$ cat src/inc/cqd_consts.svh
// Purpose: shared numeric constants of the coefficient quantizer datapath
// Assumes: quantizer parameter is carried in its offset form, 0 to 51
// Notes: definitions only
`ifndef CQD_CONSTS_SVH
`define CQD_CONSTS_SVH

`define CQD_QP_PERIOD 6
`define CQD_QP_MAX 6'h33
`define CQD_SHIFT_AC 15
`define CQD_SHIFT_DC 16
`define CQD_ROUND_EXP 13
`define CQD_EXP_LUMA_DC 4
`define CQD_EXP_CHROMA_DC 3
`define CQD_NORM_ADD 17'h0_0020
`define CQD_NORM_SHIFT 6
`define CQD_LEVEL_MAX 32'h0000_7FFF
`define CQD_LUMA_DC_LAST 4'hF
`define CQD_CHROMA_DC_LAST 4'h3
`define CQD_CHROMA_AC_RUN_MAX 4'hE
`define CQD_POS_DC 4'h0

`endif

$ cat src/inc/cqd_pkg.sv
// Purpose: types shared by the coefficient quantizer datapath
// Assumes: one coefficient per accepted handshake
// Notes: position is row in bits 3:2, column in bits 1:0
package cqd_pkg;
  typedef enum logic [1:0] {CQD_OP_QUANT, CQD_OP_DEQUANT, CQD_OP_DC_DEQUANT,
                            CQD_OP_NORM} cqd_op_t;
  typedef enum logic [1:0] {CQD_BLK_AC4, CQD_BLK_LUMA_DC, CQD_BLK_CHROMA_DC} cqd_blk_t;
  typedef struct packed {
    cqd_op_t op;
    cqd_blk_t blk;
    logic chroma_ac;
    logic [5:0] quantizer_parameter;
    logic [1:0] rnd_shift;
    logic [3:0] pos;
    logic last;
    logic signed [15:0] data;
  } cqd_coef_in_t;
  typedef struct packed {
    logic signed [15:0] data;
    logic [3:0] pos;
    logic last;
    logic ev_level;
    logic [3:0] run;
    logic signed [15:0] level;
    logic block_end_marker;
  } cqd_coef_out_t;
endpackage

$ cat src/hw/cqd_scale_rom.sv
// Purpose: periodic forward and inverse scale tables and quantizer split
// Assumes: quantizer parameter in offset form, 0 to 51
// Notes: purely combinational
`timescale 1ns/1ps
`default_nettype none
`include "cqd_consts.svh"
module cqd_scale_rom import cqd_pkg::*; (
  // lookup
  input wire logic [5:0] qp_i,
  input wire logic [3:0] pos_i,
  // scale entries and shift
  output logic [13:0] fwd_o,
  output logic [4:0] inv_o,
  output logic [3:0] qp_div6_o
);
  logic [2:0] qp_mod6;
  logic [1:0] col_sel;
  logic [5:0] qp_div6_full;
  // table row from modulo, shifts from quotient
  assign qp_mod6 = 3'(qp_i % `CQD_QP_PERIOD);
  assign qp_div6_full = 6'(qp_i / `CQD_QP_PERIOD);
  assign qp_div6_o = qp_div6_full[3:0];
  // column: even-even 0, odd-odd 1, mixed 2
  assign col_sel = (!pos_i[2] && !pos_i[0]) ? 2'd0 :
                   (pos_i[2] && pos_i[0]) ? 2'd1 : 2'd2;
  // forward_scale_table and inverse_scale_table
  always_comb begin
    fwd_o = 14'd0;
    inv_o = 5'd0;
    case (qp_mod6)
      3'd0: begin fwd_o = col_sel == 0 ? 14'd13107 : col_sel == 1 ? 14'd5243 : 14'd8066;
        inv_o = col_sel == 0 ? 5'd10 : col_sel == 1 ? 5'd16 : 5'd13; end
      3'd1: begin fwd_o = col_sel == 0 ? 14'd11916 : col_sel == 1 ? 14'd4660 : 14'd7490;
        inv_o = col_sel == 0 ? 5'd11 : col_sel == 1 ? 5'd18 : 5'd14; end
      3'd2: begin fwd_o = col_sel == 0 ? 14'd10082 : col_sel == 1 ? 14'd4194 : 14'd6554;
        inv_o = col_sel == 0 ? 5'd13 : col_sel == 1 ? 5'd20 : 5'd16; end
      3'd3: begin fwd_o = col_sel == 0 ? 14'd9362 : col_sel == 1 ? 14'd3647 : 14'd5825;
        inv_o = col_sel == 0 ? 5'd14 : col_sel == 1 ? 5'd23 : 5'd18; end
      3'd4: begin fwd_o = col_sel == 0 ? 14'd8192 : col_sel == 1 ? 14'd3355 : 14'd5243;
        inv_o = col_sel == 0 ? 5'd16 : col_sel == 1 ? 5'd25 : 5'd20; end
      3'd5: begin fwd_o = col_sel == 0 ? 14'd7282 : col_sel == 1 ? 14'd2893 : 14'd4559;
        inv_o = col_sel == 0 ? 5'd18 : col_sel == 1 ? 5'd29 : 5'd23; end
      default: begin fwd_o = 14'd0; inv_o = 5'd0; end
    endcase
  end
endmodule
`default_nettype wire

$ cat src/hw/cqd_event_coder.sv
// Purpose: turns quantized levels in scan order into run/level events
// Assumes: one level per take pulse, last marks the final scan position
// Notes: the block end marker rides on the event of the final position
`timescale 1ns/1ps
`default_nettype none
`include "cqd_consts.svh"
module cqd_event_coder import cqd_pkg::*; (
  // clock and reset
  input wire logic clk_i,
  input wire logic arst_n_i,
  // level stream
  input wire logic take_i,
  input wire logic is_quant_i,
  input wire logic chroma_ac_i,
  input wire logic last_i,
  input wire logic signed [15:0] level_i,
  // event fields
  output logic ev_level_o,
  output logic [3:0] run_o,
  output logic signed [15:0] level_o,
  output logic eob_o
);
  logic [3:0] run_cnt;
  logic nonzero;
  logic run_full;
  logic [3:0] next_run;
  assign nonzero = level_i != 16'sh0000;
  // chroma ac has 15 coefficients, so its run tops out at 14
  assign run_full = chroma_ac_i ? (run_cnt == `CQD_CHROMA_AC_RUN_MAX) : (run_cnt == 4'hF);
  assign next_run = (nonzero || last_i) ? 4'h0 : (run_full ? run_cnt : run_cnt + 4'h1);
  // zeros since the last nonzero, then the nonzero level; end marker on the event of last
  always_ff @(posedge clk_i or negedge arst_n_i) begin
    if (!arst_n_i) begin
      run_cnt <= 4'h0;
      ev_level_o <= 1'b0;
      run_o <= 4'h0;
      level_o <= 16'sh0000;
      eob_o <= 1'b0;
    end else if (take_i) begin
      run_cnt <= is_quant_i ? next_run : run_cnt;
      ev_level_o <= is_quant_i && nonzero;
      run_o <= run_cnt;
      level_o <= is_quant_i ? level_i : 16'sh0000;
      eob_o <= is_quant_i && last_i;
    end
  end
endmodule
`default_nettype wire

$ cat src/hw/cqd_top.sv
// Purpose: quantize and dequantize transform coefficients of one block stream
// Assumes: inputs synchronous to clk_i, offset quantizer parameter 0..51
// Notes: accepts a pass-through coefficient at most every second cycle, dc array levels every cycle
`timescale 1ns/1ps
`default_nettype none
`include "cqd_consts.svh"
module cqd_top import cqd_pkg::*; (
  // clock and reset
  input wire logic clk_i,
  input wire logic arst_n_i,
  // coefficient input
  input wire logic in_valid_i,
  input wire cqd_coef_in_t in_i,
  output logic in_ready_o,
  // coefficient and event output
  output logic out_valid_o,
  input wire logic out_ready_i,
  output cqd_coef_out_t out_o
);
  // timing of one pass-through coefficient:
  //   edge 0: take, result and event computed from the inputs
  //   edge 0 too: out_valid_o rises, in_ready_o goes low
  //   later: ready rises on the edge where the sink takes it
  // so at most one take every second cycle; a flopped ready
  // was worth more than full rate here
  //
  // timing of a dc array:
  //   the levels are stored, nothing is answered per level
  //   after the last one, n cycles sum the n terms of an
  //   output, one more cycle emits it, then the next output
  //   starts; n is 4 for chroma, 16 for luma
  //
  // limitation: a dc array must be complete before its last
  // level; positions never written keep stale contents

  // states of the dc engine:
  //   ST_PASS: one coefficient at a time straight through
  //   ST_DC_SUM: add one stored level per cycle into acc
  //   ST_DC_EMIT: wait for a free slot, then hand out the value
  typedef enum logic [1:0] {ST_PASS, ST_DC_SUM, ST_DC_EMIT} cqd_state_t;

  // registers of the dc engine:
  //   out_n  index of the output being built
  //   term   index of the stored level being added
  //   acc    running signed sum of the current output
  //   dc_luma, dc_qp  kind and parameter of the array

  cqd_state_t state;
  cqd_state_t next_state;
  logic signed [15:0] dc_mem [0:15];
  logic [3:0] out_n;
  logic [3:0] term;
  logic signed [19:0] acc;
  logic dc_luma;
  logic [5:0] dc_qp;
  logic signed [15:0] out_data;
  logic [3:0] out_pos;
  logic out_last;
  logic next_out_valid;

  // handshake decode
  logic accept;
  logic slot_free;
  logic is_quant;
  logic is_dc_in;
  assign accept = in_valid_i && in_ready_o;
  assign slot_free = !out_valid_o || out_ready_i;
  assign is_quant = in_i.op == CQD_OP_QUANT;
  assign is_dc_in = in_i.op == CQD_OP_DC_DEQUANT;
  // slot_free: the output register is empty or is being taken now

  // shared strobes, named once; next state and dc sequencing decode state and accept themselves
  logic dc_take;
  logic dc_emit_go;
  logic in_pass;
  assign in_pass = state == ST_PASS;
  assign dc_take = accept && is_dc_in;
  // an emit only moves with a free slot, so nothing is overwritten
  assign dc_emit_go = (state == ST_DC_EMIT) && slot_free;

  // table lookup: dc arrays always use position zero entries
  logic [5:0] rom_qp;
  logic [3:0] rom_pos;
  logic [13:0] fwd;
  logic [4:0] inv;
  logic [3:0] qp6;
  logic [5:0] qp_in;
  assign qp_in = (in_i.quantizer_parameter > `CQD_QP_MAX) ? `CQD_QP_MAX
                 : in_i.quantizer_parameter;
  assign rom_qp = in_pass ? qp_in : dc_qp;
  assign rom_pos = (state != ST_PASS || in_i.blk != CQD_BLK_AC4) ? `CQD_POS_DC : in_i.pos;

  cqd_scale_rom u_rom (
    .qp_i(rom_qp),
    .pos_i(rom_pos),
    .fwd_o(fwd),
    .inv_o(inv),
    .qp_div6_o(qp6)
  );

  // sign and magnitude of the incoming coefficient
  // the most negative coefficient has no 16-bit magnitude, hence 17 bits
  logic coef_neg;
  logic [16:0] coef_mag;
  assign coef_neg = in_i.data[15];
  assign coef_mag = coef_neg ? 17'(-{in_i.data[15], in_i.data}) : 17'({1'b0, in_i.data});

  // clamp a magnitude and give it back its sign
  function automatic logic signed [15:0] sign_sat(input logic neg, input logic [31:0] mag);
    logic [15:0] m;
    m = (mag > `CQD_LEVEL_MAX) ? 16'h7FFF : mag[15:0];
    sign_sat = neg ? -$signed(m) : $signed(m);
  endfunction

  // forward quantization, 32-bit intermediate
  // range: a 17-bit magnitude times a 14-bit entry stays below 2^31,
  // and the offset is at most 2^22, so the sum never wraps
  logic [31:0] q_prod;
  logic [31:0] f_mag;
  logic [31:0] f_use;
  logic [4:0] q_shift;
  logic [31:0] q_mag;
  logic signed [15:0] q_res;
  assign q_prod = 32'(coef_mag) * 32'(fwd);
  // largest offset is half of 2^(14+q6); rnd_shift trims it toward zero
  assign f_mag = (32'h0000_0001 << (`CQD_ROUND_EXP + 32'(qp6))) >> in_i.rnd_shift;
  assign f_use = (in_i.blk == CQD_BLK_CHROMA_DC) ? (f_mag << 1) : f_mag;
  assign q_shift = (in_i.blk == CQD_BLK_AC4) ? 5'(`CQD_SHIFT_AC + 32'(qp6))
                   : 5'(`CQD_SHIFT_DC + 32'(qp6));
  assign q_mag = (q_prod + f_use) >> q_shift;
  assign q_res = sign_sat(coef_neg, q_mag);

  // ac dequantization
  logic [31:0] d_mag;
  logic signed [15:0] d_res;
  assign d_mag = (32'(coef_mag) * 32'(inv)) << qp6;
  assign d_res = sign_sat(coef_neg, d_mag);

  // normalization of inverse transform samples, rounds half up
  // floor shift: an exact half always goes toward plus infinity
  logic signed [16:0] n_sum;
  logic signed [15:0] n_res;
  assign n_sum = 17'($signed(in_i.data)) + $signed(`CQD_NORM_ADD);
  assign n_res = 16'(n_sum >>> `CQD_NORM_SHIFT);

  // sign of one term of the dc inverse transform
  function automatic logic hneg(input logic [1:0] r, input logic [1:0] c);
    case (r)
      2'd0: hneg = 1'b0;
      2'd1: hneg = c[1];
      2'd2: hneg = c[0] ^ c[1];
      default: hneg = c[0];
    endcase
  endfunction

  // dc inverse transform term: luma 4x4 Hadamard, chroma 2x2 sum/difference
  // one term per cycle: a single adder serves both array sizes,
  // traded against 17 cycles per luma output
  // worst luma sum is 16 * 2^15, within the 20-bit accumulator
  logic term_neg;
  logic [3:0] dc_last_idx;
  logic signed [19:0] term_val;
  logic signed [19:0] next_acc;
  assign term_neg = dc_luma ? (hneg(out_n[3:2], term[3:2]) ^ hneg(term[1:0], out_n[1:0]))
                    : ((out_n[0] & term[0]) ^ (out_n[1] & term[1]));
  assign dc_last_idx = dc_luma ? `CQD_LUMA_DC_LAST : `CQD_CHROMA_DC_LAST;
  assign term_val = 20'(dc_mem[term]);
  assign next_acc = term_neg ? acc - term_val : acc + term_val;

  // dc dequantization after the transform: times R00, then 2^(exp-q6)
  logic acc_neg;
  logic [19:0] acc_mag;
  logic [31:0] x_prod;
  logic [3:0] dc_exp;
  logic [31:0] x_mag;
  logic signed [15:0] x_res;
  assign acc_neg = acc[19];
  assign acc_mag = acc_neg ? -acc : acc;
  assign x_prod = 32'(acc_mag) * 32'(inv);
  assign dc_exp = dc_luma ? 4'(`CQD_EXP_LUMA_DC) : 4'(`CQD_EXP_CHROMA_DC);
  // a negative exponent turns the division into a left shift
  // the shift never exceeds 8, so the product keeps 32 bits
  assign x_mag = (qp6 <= dc_exp) ? (x_prod >> (dc_exp - qp6))
                 : (x_prod << (qp6 - dc_exp));
  assign x_res = sign_sat(acc_neg, x_mag);

  // result selection for pass-through operations
  logic signed [15:0] pass_res;
  logic pass_out;
  assign pass_res = is_quant ? q_res : (in_i.op == CQD_OP_DEQUANT) ? d_res : n_res;
  assign pass_out = accept && !is_dc_in;

  // event coder sees every accepted non-dc coefficient
  // it registers its own fields beside out_data, so all
  // fields of one result change on the same edge
  logic ev_level;
  logic [3:0] ev_run;
  logic signed [15:0] ev_lvl;
  logic ev_eob;
  cqd_event_coder u_ev (
    .clk_i(clk_i),
    .arst_n_i(arst_n_i),
    .take_i(pass_out || dc_emit_go),
    .is_quant_i(pass_out && is_quant),
    .chroma_ac_i(in_i.chroma_ac),
    .last_i(in_i.last),
    .level_i(q_res),
    .ev_level_o(ev_level),
    .run_o(ev_run),
    .level_o(ev_lvl),
    .eob_o(ev_eob)
  );

  // next state: collect dc array, accumulate each output, emit it
  always_comb begin
    next_state = state;
    case (state)
      ST_PASS: begin
        if (accept && is_dc_in && in_i.last) begin
          next_state = ST_DC_SUM;
        end
      end
      ST_DC_SUM: begin
        if (term == dc_last_idx) begin
          next_state = ST_DC_EMIT;
        end
      end
      ST_DC_EMIT: begin
        if (slot_free) begin
          next_state = (out_n == dc_last_idx) ? ST_PASS : ST_DC_SUM;
        end
      end
      default: next_state = ST_PASS;
    endcase
  end

  // output valid holds until taken
  assign next_out_valid = pass_out || dc_emit_go || (out_valid_o && !out_ready_i);

  // state, handshake and control flops
  always_ff @(posedge clk_i or negedge arst_n_i) begin
    if (!arst_n_i) begin
      state <= ST_PASS;
      in_ready_o <= 1'b0;
      out_valid_o <= 1'b0;
    end else begin
      state <= next_state;
      // ready only with an empty output slot: trades throughput for a flopped ready
      in_ready_o <= (next_state == ST_PASS) && !next_out_valid;
      out_valid_o <= next_out_valid;
    end
  end

  // dc array memory: levels written by position, chroma as well as luma
  // one write strobe per entry, so a level can only land on its own slot
  for (genvar e = 0; e < 16; e++) begin : g_dc_mem
    logic hit;
    assign hit = dc_take && (in_i.pos == 4'(e));
    always_ff @(posedge clk_i) begin
      if (hit) begin
        dc_mem[e] <= in_i.data;
      end
    end
  end

  // dc sequencing registers
  always_ff @(posedge clk_i or negedge arst_n_i) begin
    if (!arst_n_i) begin
      out_n <= 4'h0;
      term <= 4'h0;
      acc <= 20'sh0_0000;
      dc_luma <= 1'b0;
      dc_qp <= 6'h00;
    end else if (state == ST_PASS) begin
      out_n <= 4'h0;
      term <= 4'h0;
      acc <= 20'sh0_0000;
      if (accept && is_dc_in) begin
        dc_luma <= in_i.blk == CQD_BLK_LUMA_DC;
        dc_qp <= qp_in;
      end
    end else if (state == ST_DC_SUM) begin
      acc <= next_acc;
      term <= term + 4'h1;
    end else if (slot_free) begin
      out_n <= out_n + 4'h1;
      term <= 4'h0;
      acc <= 20'sh0_0000;
    end
  end

  // output data registers
  always_ff @(posedge clk_i or negedge arst_n_i) begin
    if (!arst_n_i) begin
      out_data <= 16'sh0000;
      out_pos <= 4'h0;
      out_last <= 1'b0;
    end else if (pass_out) begin
      out_data <= pass_res;
      out_pos <= in_i.pos;
      out_last <= in_i.last;
    end else if (dc_emit_go) begin
      out_data <= x_res;
      out_pos <= out_n;
      out_last <= out_n == dc_last_idx;
    end
  end

  // output bundle, every field from a flop
  assign out_o = '{data: out_data, pos: out_pos, last: out_last, ev_level: ev_level,
                   run: ev_run, level: ev_lvl, block_end_marker: ev_eob};
endmodule
`default_nettype wire

$ cat config.mk
export PLATFORM = sky130hd
export DESIGN_NAME = cqd_top
export DESIGN_NICKNAME = d
export VERILOG_FILES = /design/src/inc/cqd_pkg.sv /design/src/hw/cqd_scale_rom.sv /design/src/hw/cqd_event_coder.sv /design/src/hw/cqd_top.sv
export VERILOG_INCLUDE_DIRS = /design/src /design/src/inc
export SDC_FILE = /design/constraint.sdc
export NUM_CORES = 2
export LEC_CHECK = 0
export BUFFER_PORTS_ARGS = -buffer_cell sky130_fd_sc_hd__buf_2
export CAP_MARGIN = 10
export CORE_MARGIN = 2
export CORE_UTILIZATION = 34
export DETAILED_ROUTE_END_ITERATION = 6
export HOLD_SLACK_MARGIN = 0.1
export MAX_ROUTING_LAYER = met4
export PLACE_DENSITY = 0.56
export SETUP_SLACK_MARGIN = 0.3
export SYNTH_ARGS = -nofsm -noshare
export SYNTH_HDL_FRONTEND = slang
export SYNTH_SLANG_ARGS = --single-unit
export TNS_END_PERCENT = 5
$ cat constraint.sdc
create_clock -name clk_i -period 16 [get_ports clk_i]
set_input_delay 1.6 -clock clk_i [delete_from_list [all_inputs] [get_ports clk_i]]
set_output_delay 1.6 -clock clk_i [all_outputs]
set_load 0.05 [all_outputs]
Yosys cells after proc, flatten, opt, wreduce, memory -nomap -nowiden
Memories as Yosys holds them, arrays and structs flattened.
Cells that the tools add are included.

storage, ports and cells
  bits in registers = 86
  memories kept = 1
  output and inout port bits = 45
  input port bits = 38
  memory bits (writable) = 256
  word-level logic and storage cells = 316

cells by class
  $add $sub $neg = 17
  equality and inequality tests = 37
  divide/modulo/power cells = 2
  muxes and demuxes = 151
  $mul = 3
  shift-type cells = 6
  bitwise gates (word level) = 6
  $lt $le $gt $ge = 5
  reductions and logical operators = 72

memories
  name    words  width  read ports  clocked after memory_dff  wr ports  line           text
  dc_mem  16     16     1           0                         1         cqd_top.sv:50  logic signed [15:0] dc_mem [0:15];

operators with widths
  kind                    count
  $mux W16                26
  $reduce_or A16 Y1       15
  $mux W4                 28
  $mux W20                5
  $gt A32 B15 Y1 const B  3
  $mux W14                6
  $pmux W14 S6            1
  $mux W32                2
  $mux W1                 52
  $neg A16 Y16            3
  $mux W5                 9
  $eq A4 B4 Y1 const B    10
  $mux W13                3
  $mux W12                3
  $add A31 B32 Y32        1
  $div A6 B3 Y32 const B  1
  $mod A6 B3 Y32 const B  1
  $shl A1 B5 Y32 const A  1
  $shl A22 B4 Y32         1
  $shl A25 B4 Y32         1
  $shr A25 B4 Y32         1
  $shr A32 B2 Y32         1
  $shr A32 B5 Y32         1
  $mul A17 B14 Y31        1
  44 further kinds        123

Longest topological paths before layout
  word-level depth = 21
  depth in mapped cells = 56
  mapped depth without buffers = 49

Cells and area by module
A second synthesis with hierarchy kept.

unflattened totals
  cell total of the unflattened synthesis = 4577
  area, all modules = 41696.2 um^2

by module, submodules not included
  module           seq. area each (um^2)  instances  cells an instance  area each (um^2)
  cqd_top          9188.8                 1          4246               39158.8
  cqd_scale_rom    0.0                    1          217                1375.1
  cqd_event_coder  650.6                  1          114                1162.4

Least setup slack after synthesis
Ideal clock, no wire load.

  path type = input to register
  from = input port in_i[27] in the netlist's numbering
  to = register u_ev.ev_level_o
  setup slack = 2.326 ns
  required time = 15.879 ns
  setup time = 0.121 ns
  arrival time = 13.553 ns
  buffers on the path = 5
  cell stages on the path = 48
  cell sequence = or3b_1 > and2_4 > inv_1 > ha_1 > nand2b_1 > buf_1 > a21oi_2 > a22o_1 > nor2_1 > buf_2 > buf_1 > clkbuf_1 > ha_1 > or3_1 > clkbuf_1 > nor2_1 > nand4_1 > fa_1 > (+12 left out) > nand2_1 > o311ai_0 > o22ai_1 > a21o_1 > or3b_1 > a21oi_1 > o2111a_1 > a22o_1 > o21ai_0 > inv_1 > ha_1 > nor3b_1 > nor3b_2 > or4b_1 > o211ai_2 > and4_4 > nand3b_1 > a22o_1

on the way
  word-level cells in the longest chain between the ends = 16
  elaborated cells on any way between the ends = 28
  those cells by class = add/sub (5); mul (1); div (2); order compare (2); eq/ne (5); shift (3); mux (7); reduce/logical (3)

RTL lines
  what                                                                    line                   text
  start, declared                                                         cqd_top.sv:13          input wire cqd_coef_in_t in_i,
  $gt A6 B6 Y1 (no source line)                                           n/a
  $mux W6 (*)                                                             cqd_top.sv:88          assign qp_in = (in_i.quantizer_parameter > `CQD_QP_MAX) ? `CQD_QP_MAX
  $mux W6 (*)                                                             cqd_top.sv:90          assign rom_qp = in_pass ? qp_in : dc_qp;
  parallel branches: the longest is 6 deep, another holds $mod A6 B3 Y32  n/a
  $shr A32 B5 Y32 (*)                                                     cqd_top.sv:130         assign q_mag = (q_prod + f_use) >> q_shift;
  $gt A32 B15 Y1 (no source line)                                         n/a
  $mux W16 (*)                                                            cqd_top.sv:111         m = (mag > `CQD_LEVEL_MAX) ? 16'h7FFF : mag[15:0];
  $neg A16 Y16                                                            cqd_top.sv:112         sign_sat = neg ? -$signed(m) : $signed(m);
  $mux W16 (*)                                                            cqd_top.sv:112
  $reduce_bool A16 Y1 (*)                                                 cqd_event_coder.sv:27  assign nonzero = level_i != 16'sh0000;
  $logic_and A1 B1 Y1 (*)                                                 cqd_event_coder.sv:41  ev_level_o <= is_quant_i && nonzero;
  end signal, assigned                                                    cqd_event_coder.sv:41
  end, declared                                                           cqd_event_coder.sv:18  output logic ev_level_o,

Every way passes the cells marked *.
A chain may end at the register's enable or synchronous reset.

Final worst setup path
Same ends and word-level chain as after synthesis.

==> flow_metrics.py <==
metrics = {
    "run_status": {
        "outcome": "completed",
    },
    "clocking": {
        "ctsRootBufferMaster": "clkbuf_16",
        "clkLatencyLatePin_ns": 0.54,
        "path_clk_slew_ns": 0.07,
        "post_cts_buffers": 0,
        "cts_made_buffers": 37,
        "clock_sinks": 342,
        "cts_tree": "done",
        "clk_path_buf_depth": 3,
        "cts_htree_levels": 2,
        "cts_hold_buffers": 0,
    },
    "sta": {
        "finalHoldViolCount": 0,
        "clock.fmax_mhz": 67.93,
        "setup_viol": 0,
        "clock_skew_ns": 0.01982,
        "finalMaxSlewViolations": 0,
        "fin_crit_sh": 0.9200,
        "fin_crit_ns": 14.72,
        "rsz0062_at_grt": "no",
        "slew_headroom": 0.1751,
        "setup_tns_ns": 0,
        "tightestPinTransition_ns": 1.236,
    },
    "logic_synthesis": {
        "ys_seq_elements": 342,
        "yosysUniqueCellTypes": 125,
        "synth.largest_area_cell": "edfxtp_1",
        "synth-main-ff-cell": "edfxtp_1",
        "synth.most_common_cell": "nand2_1",
        "synth_common_cells": "593 x nand2_1, 442 x nor2_1, 312 x inv_1",
        "syn_inst": 4330,
        "synth_top_cell_area_share": 0.1955,
        "yosysSeqAreaShare": 0.2502,
        "async_reset_ff_frac": 0.2515,
        "synth-edff-count": 256,
        "avgSynthCellArea_um2": 9.083,
        "synth_area_leaders": "edfxtp_1 20%, fa_1 16%, ha_1 6.4%",
        "yosysWarnings": 0,
        "netlist_area_um2": 39330,
    },
    "global_route": {
        "grt_pass1_wl_mm": 202.0,
        "grt_overflow": 0,
        "grt_pass1_vias": 32190,
        "antenna_found_initial": 7,
        "grt_max_degree": 63,
        "grt_usage": 0.2264,
    },
    "detailed_routing": {
        "drtPass1Iterations": 6,
        "drc": 0,
        "drtIter0Drc": 3468,
        "via_per_inst": 5.712,
        "wl_mm": 130.2,
        "vias": 33600,
        "wl_per_cell_um": 22.15,
        "antenna_left": 0,
    },
    "hold_path": {
        "min_path_type": "flop to flop",
    },
    "cells_and_area": {
        "final_area_um2": 42860,
        "drive_gt1_frac": 0.1124,
        "area_delta_synth_final_pct": 8.971,
        "fin_nets": 4891,
    },
    "setup_path": {
        "crit_fanout": 18,
        "critPathKind": "input port to flop",
        "crit_slowest_cell": "o21ai_0",
        "crit_top_cell": "fa_1",
        "critPathBufInv": 5,
        "required_ns": 16.43,
        "cp.arrival_ns": 15.15,
        "end_kind": "flop",
        "cp_slowest_stage_delay_ns": 0.71,
        "critical_path.startpoint_type": "input port",
        "crit_family": "compound AO/OA/AOI/OAI gates",
    },
    "place": {
        "place_congestion": 0.9362,
        "placedInstanceArea_um2": 41680,
        "place_hpwl_mm": 100.3,
        "portBuffers": 82,
    },
    "die": {
        "start_util": 0.3435,
        "core_area_um2": 114500,
        "die_area_um2": 118400,
        "io_pins": 83,
        "dieWidth_um": 344.1,
        "fp.dieH_um": 344.1,
        "fp-row-count": 124,
    },
    "flow_run": {
        "cap_violations": 0,
    },
}
[sequential cells by signal, indices dropped and copies added, names as in the netlist, 2 cells and up]
| signal | flops |
|---|---|
| dc_qp | 6 |
| acc | 20 |
| term | 4 |
| state | 2 |
| out_pos | 4 |
| u_ev.run_o | 4 |
| u_ev.run_cnt | 4 |
| u_ev.level_o | 16 |
| dc_mem | 256 |
| out_n | 4 |
| out_data | 16 |
[area by class of cell]
type	count	area [um2]
fillers	11600	71640
multi-input cells	3451	27510
flip-flops and latches	342	9844
well taps	1512	1892
repair buffers	193	1246
inverters	316	1189
clock buffers	49	992.2
clock inverters	16	177.7
diodes	2	5.005
[cells in the final DEF (no fill, tap or decap), types with 20 or more instances in the layout]
cell type and n:
a31oi_1 50, fa_1 310, a21oi_1 209, xor2_1 61
edfxtp_1 256, and2_1 44, o22ai_1 26, o21a_1 26
or3_1 28, a22oi_1 20, dfrtp_1 84, clkbuf_16 38
ha_1 202, inv_1 312, mux4_2 92, buf_4 112
o21ai_0 222, and3_1 26, nor2_1 428, nand3_1 105
buf_2 81, mux2_2 24, nor3_1 93, a21o_1 58
mux2i_1 69, o31ai_1 41, nor2b_1 26, conb_1 21
o211ai_1 47, a21boi_0 22, xnor2_1 83, nand2b_1 43
a211oi_1 51, nand2_1 593
[final timing paths]
check	start	endpoint	slack (ns)	depth (start not counted)
max	in_i[27]	u_ev.ev_level_o	1.28	45
min	u_ev.run_o[1]	u_ev.run_o[1]	0.48	2
max reg2reg	state[0]	u_ev.ev_level_o	1.55	43
min reg2reg	u_ev.run_o[1]	u_ev.run_o[1]	0.48	2
max in group asynchronous	arst_n_i	dc_qp[5]	13.80	2
min in group asynchronous	arst_n_i	acc[8]	0.98	1
[per-stage QoR]
stage               std cells  hold slack, ns  setup slack, ns  utilization
finish                   5881          0.4788            1.279       0.3743
global route             5880          0.4936           0.3161       0.3743
CTS                      5879          0.4708            1.559       0.3743
detailed placement       5814          0.4534            1.060       0.3640
global placement         5814          0.4486            1.103       0.3640
floorplan                4349          0.4744            2.326            -
[cell families after synthesis]
group	share of synthesized area
AND/OR/NAND/NOR	0.1779
AO/OA/AOI/OAI	0.1808
buffers and inverters	0.05656
XOR/XNOR	0.03426
other	0.0001909
flip-flops	0.2502
multiplexers	0.07807
adder cells (fa/ha/maj)	0.2221
[metal layers]
| layer | wire length [um] | part of all wire | track usage |
|---|---|---|---|
| met2 | 57730 | 0.44 | 0.3370 |
| met1 | 61350 | 0.47 | 0.3350 |
| met4 | 2106 | 0.016 | 0.03361 |
| met5 | 0 | 0 | - |
| met3 | 9053 | 0.070 | 0.02816 |
[worst min-delay path, stage by stage, from the launching register on]
cell and delay, ns:
dfrtp_1 0.34, nand2_1 0.05, nand2_1 0.05
[repair_timing]
action                                 4_1_cts  5_1_grt
endpoints found under the hold margin        0        0
gates resized for setup                      0        1
setup endpoints to repair                    0        1
Power is left out: the tool's default activity adds up to more than one toggle a clock period on the data nets, which glitch-free logic cannot reach.
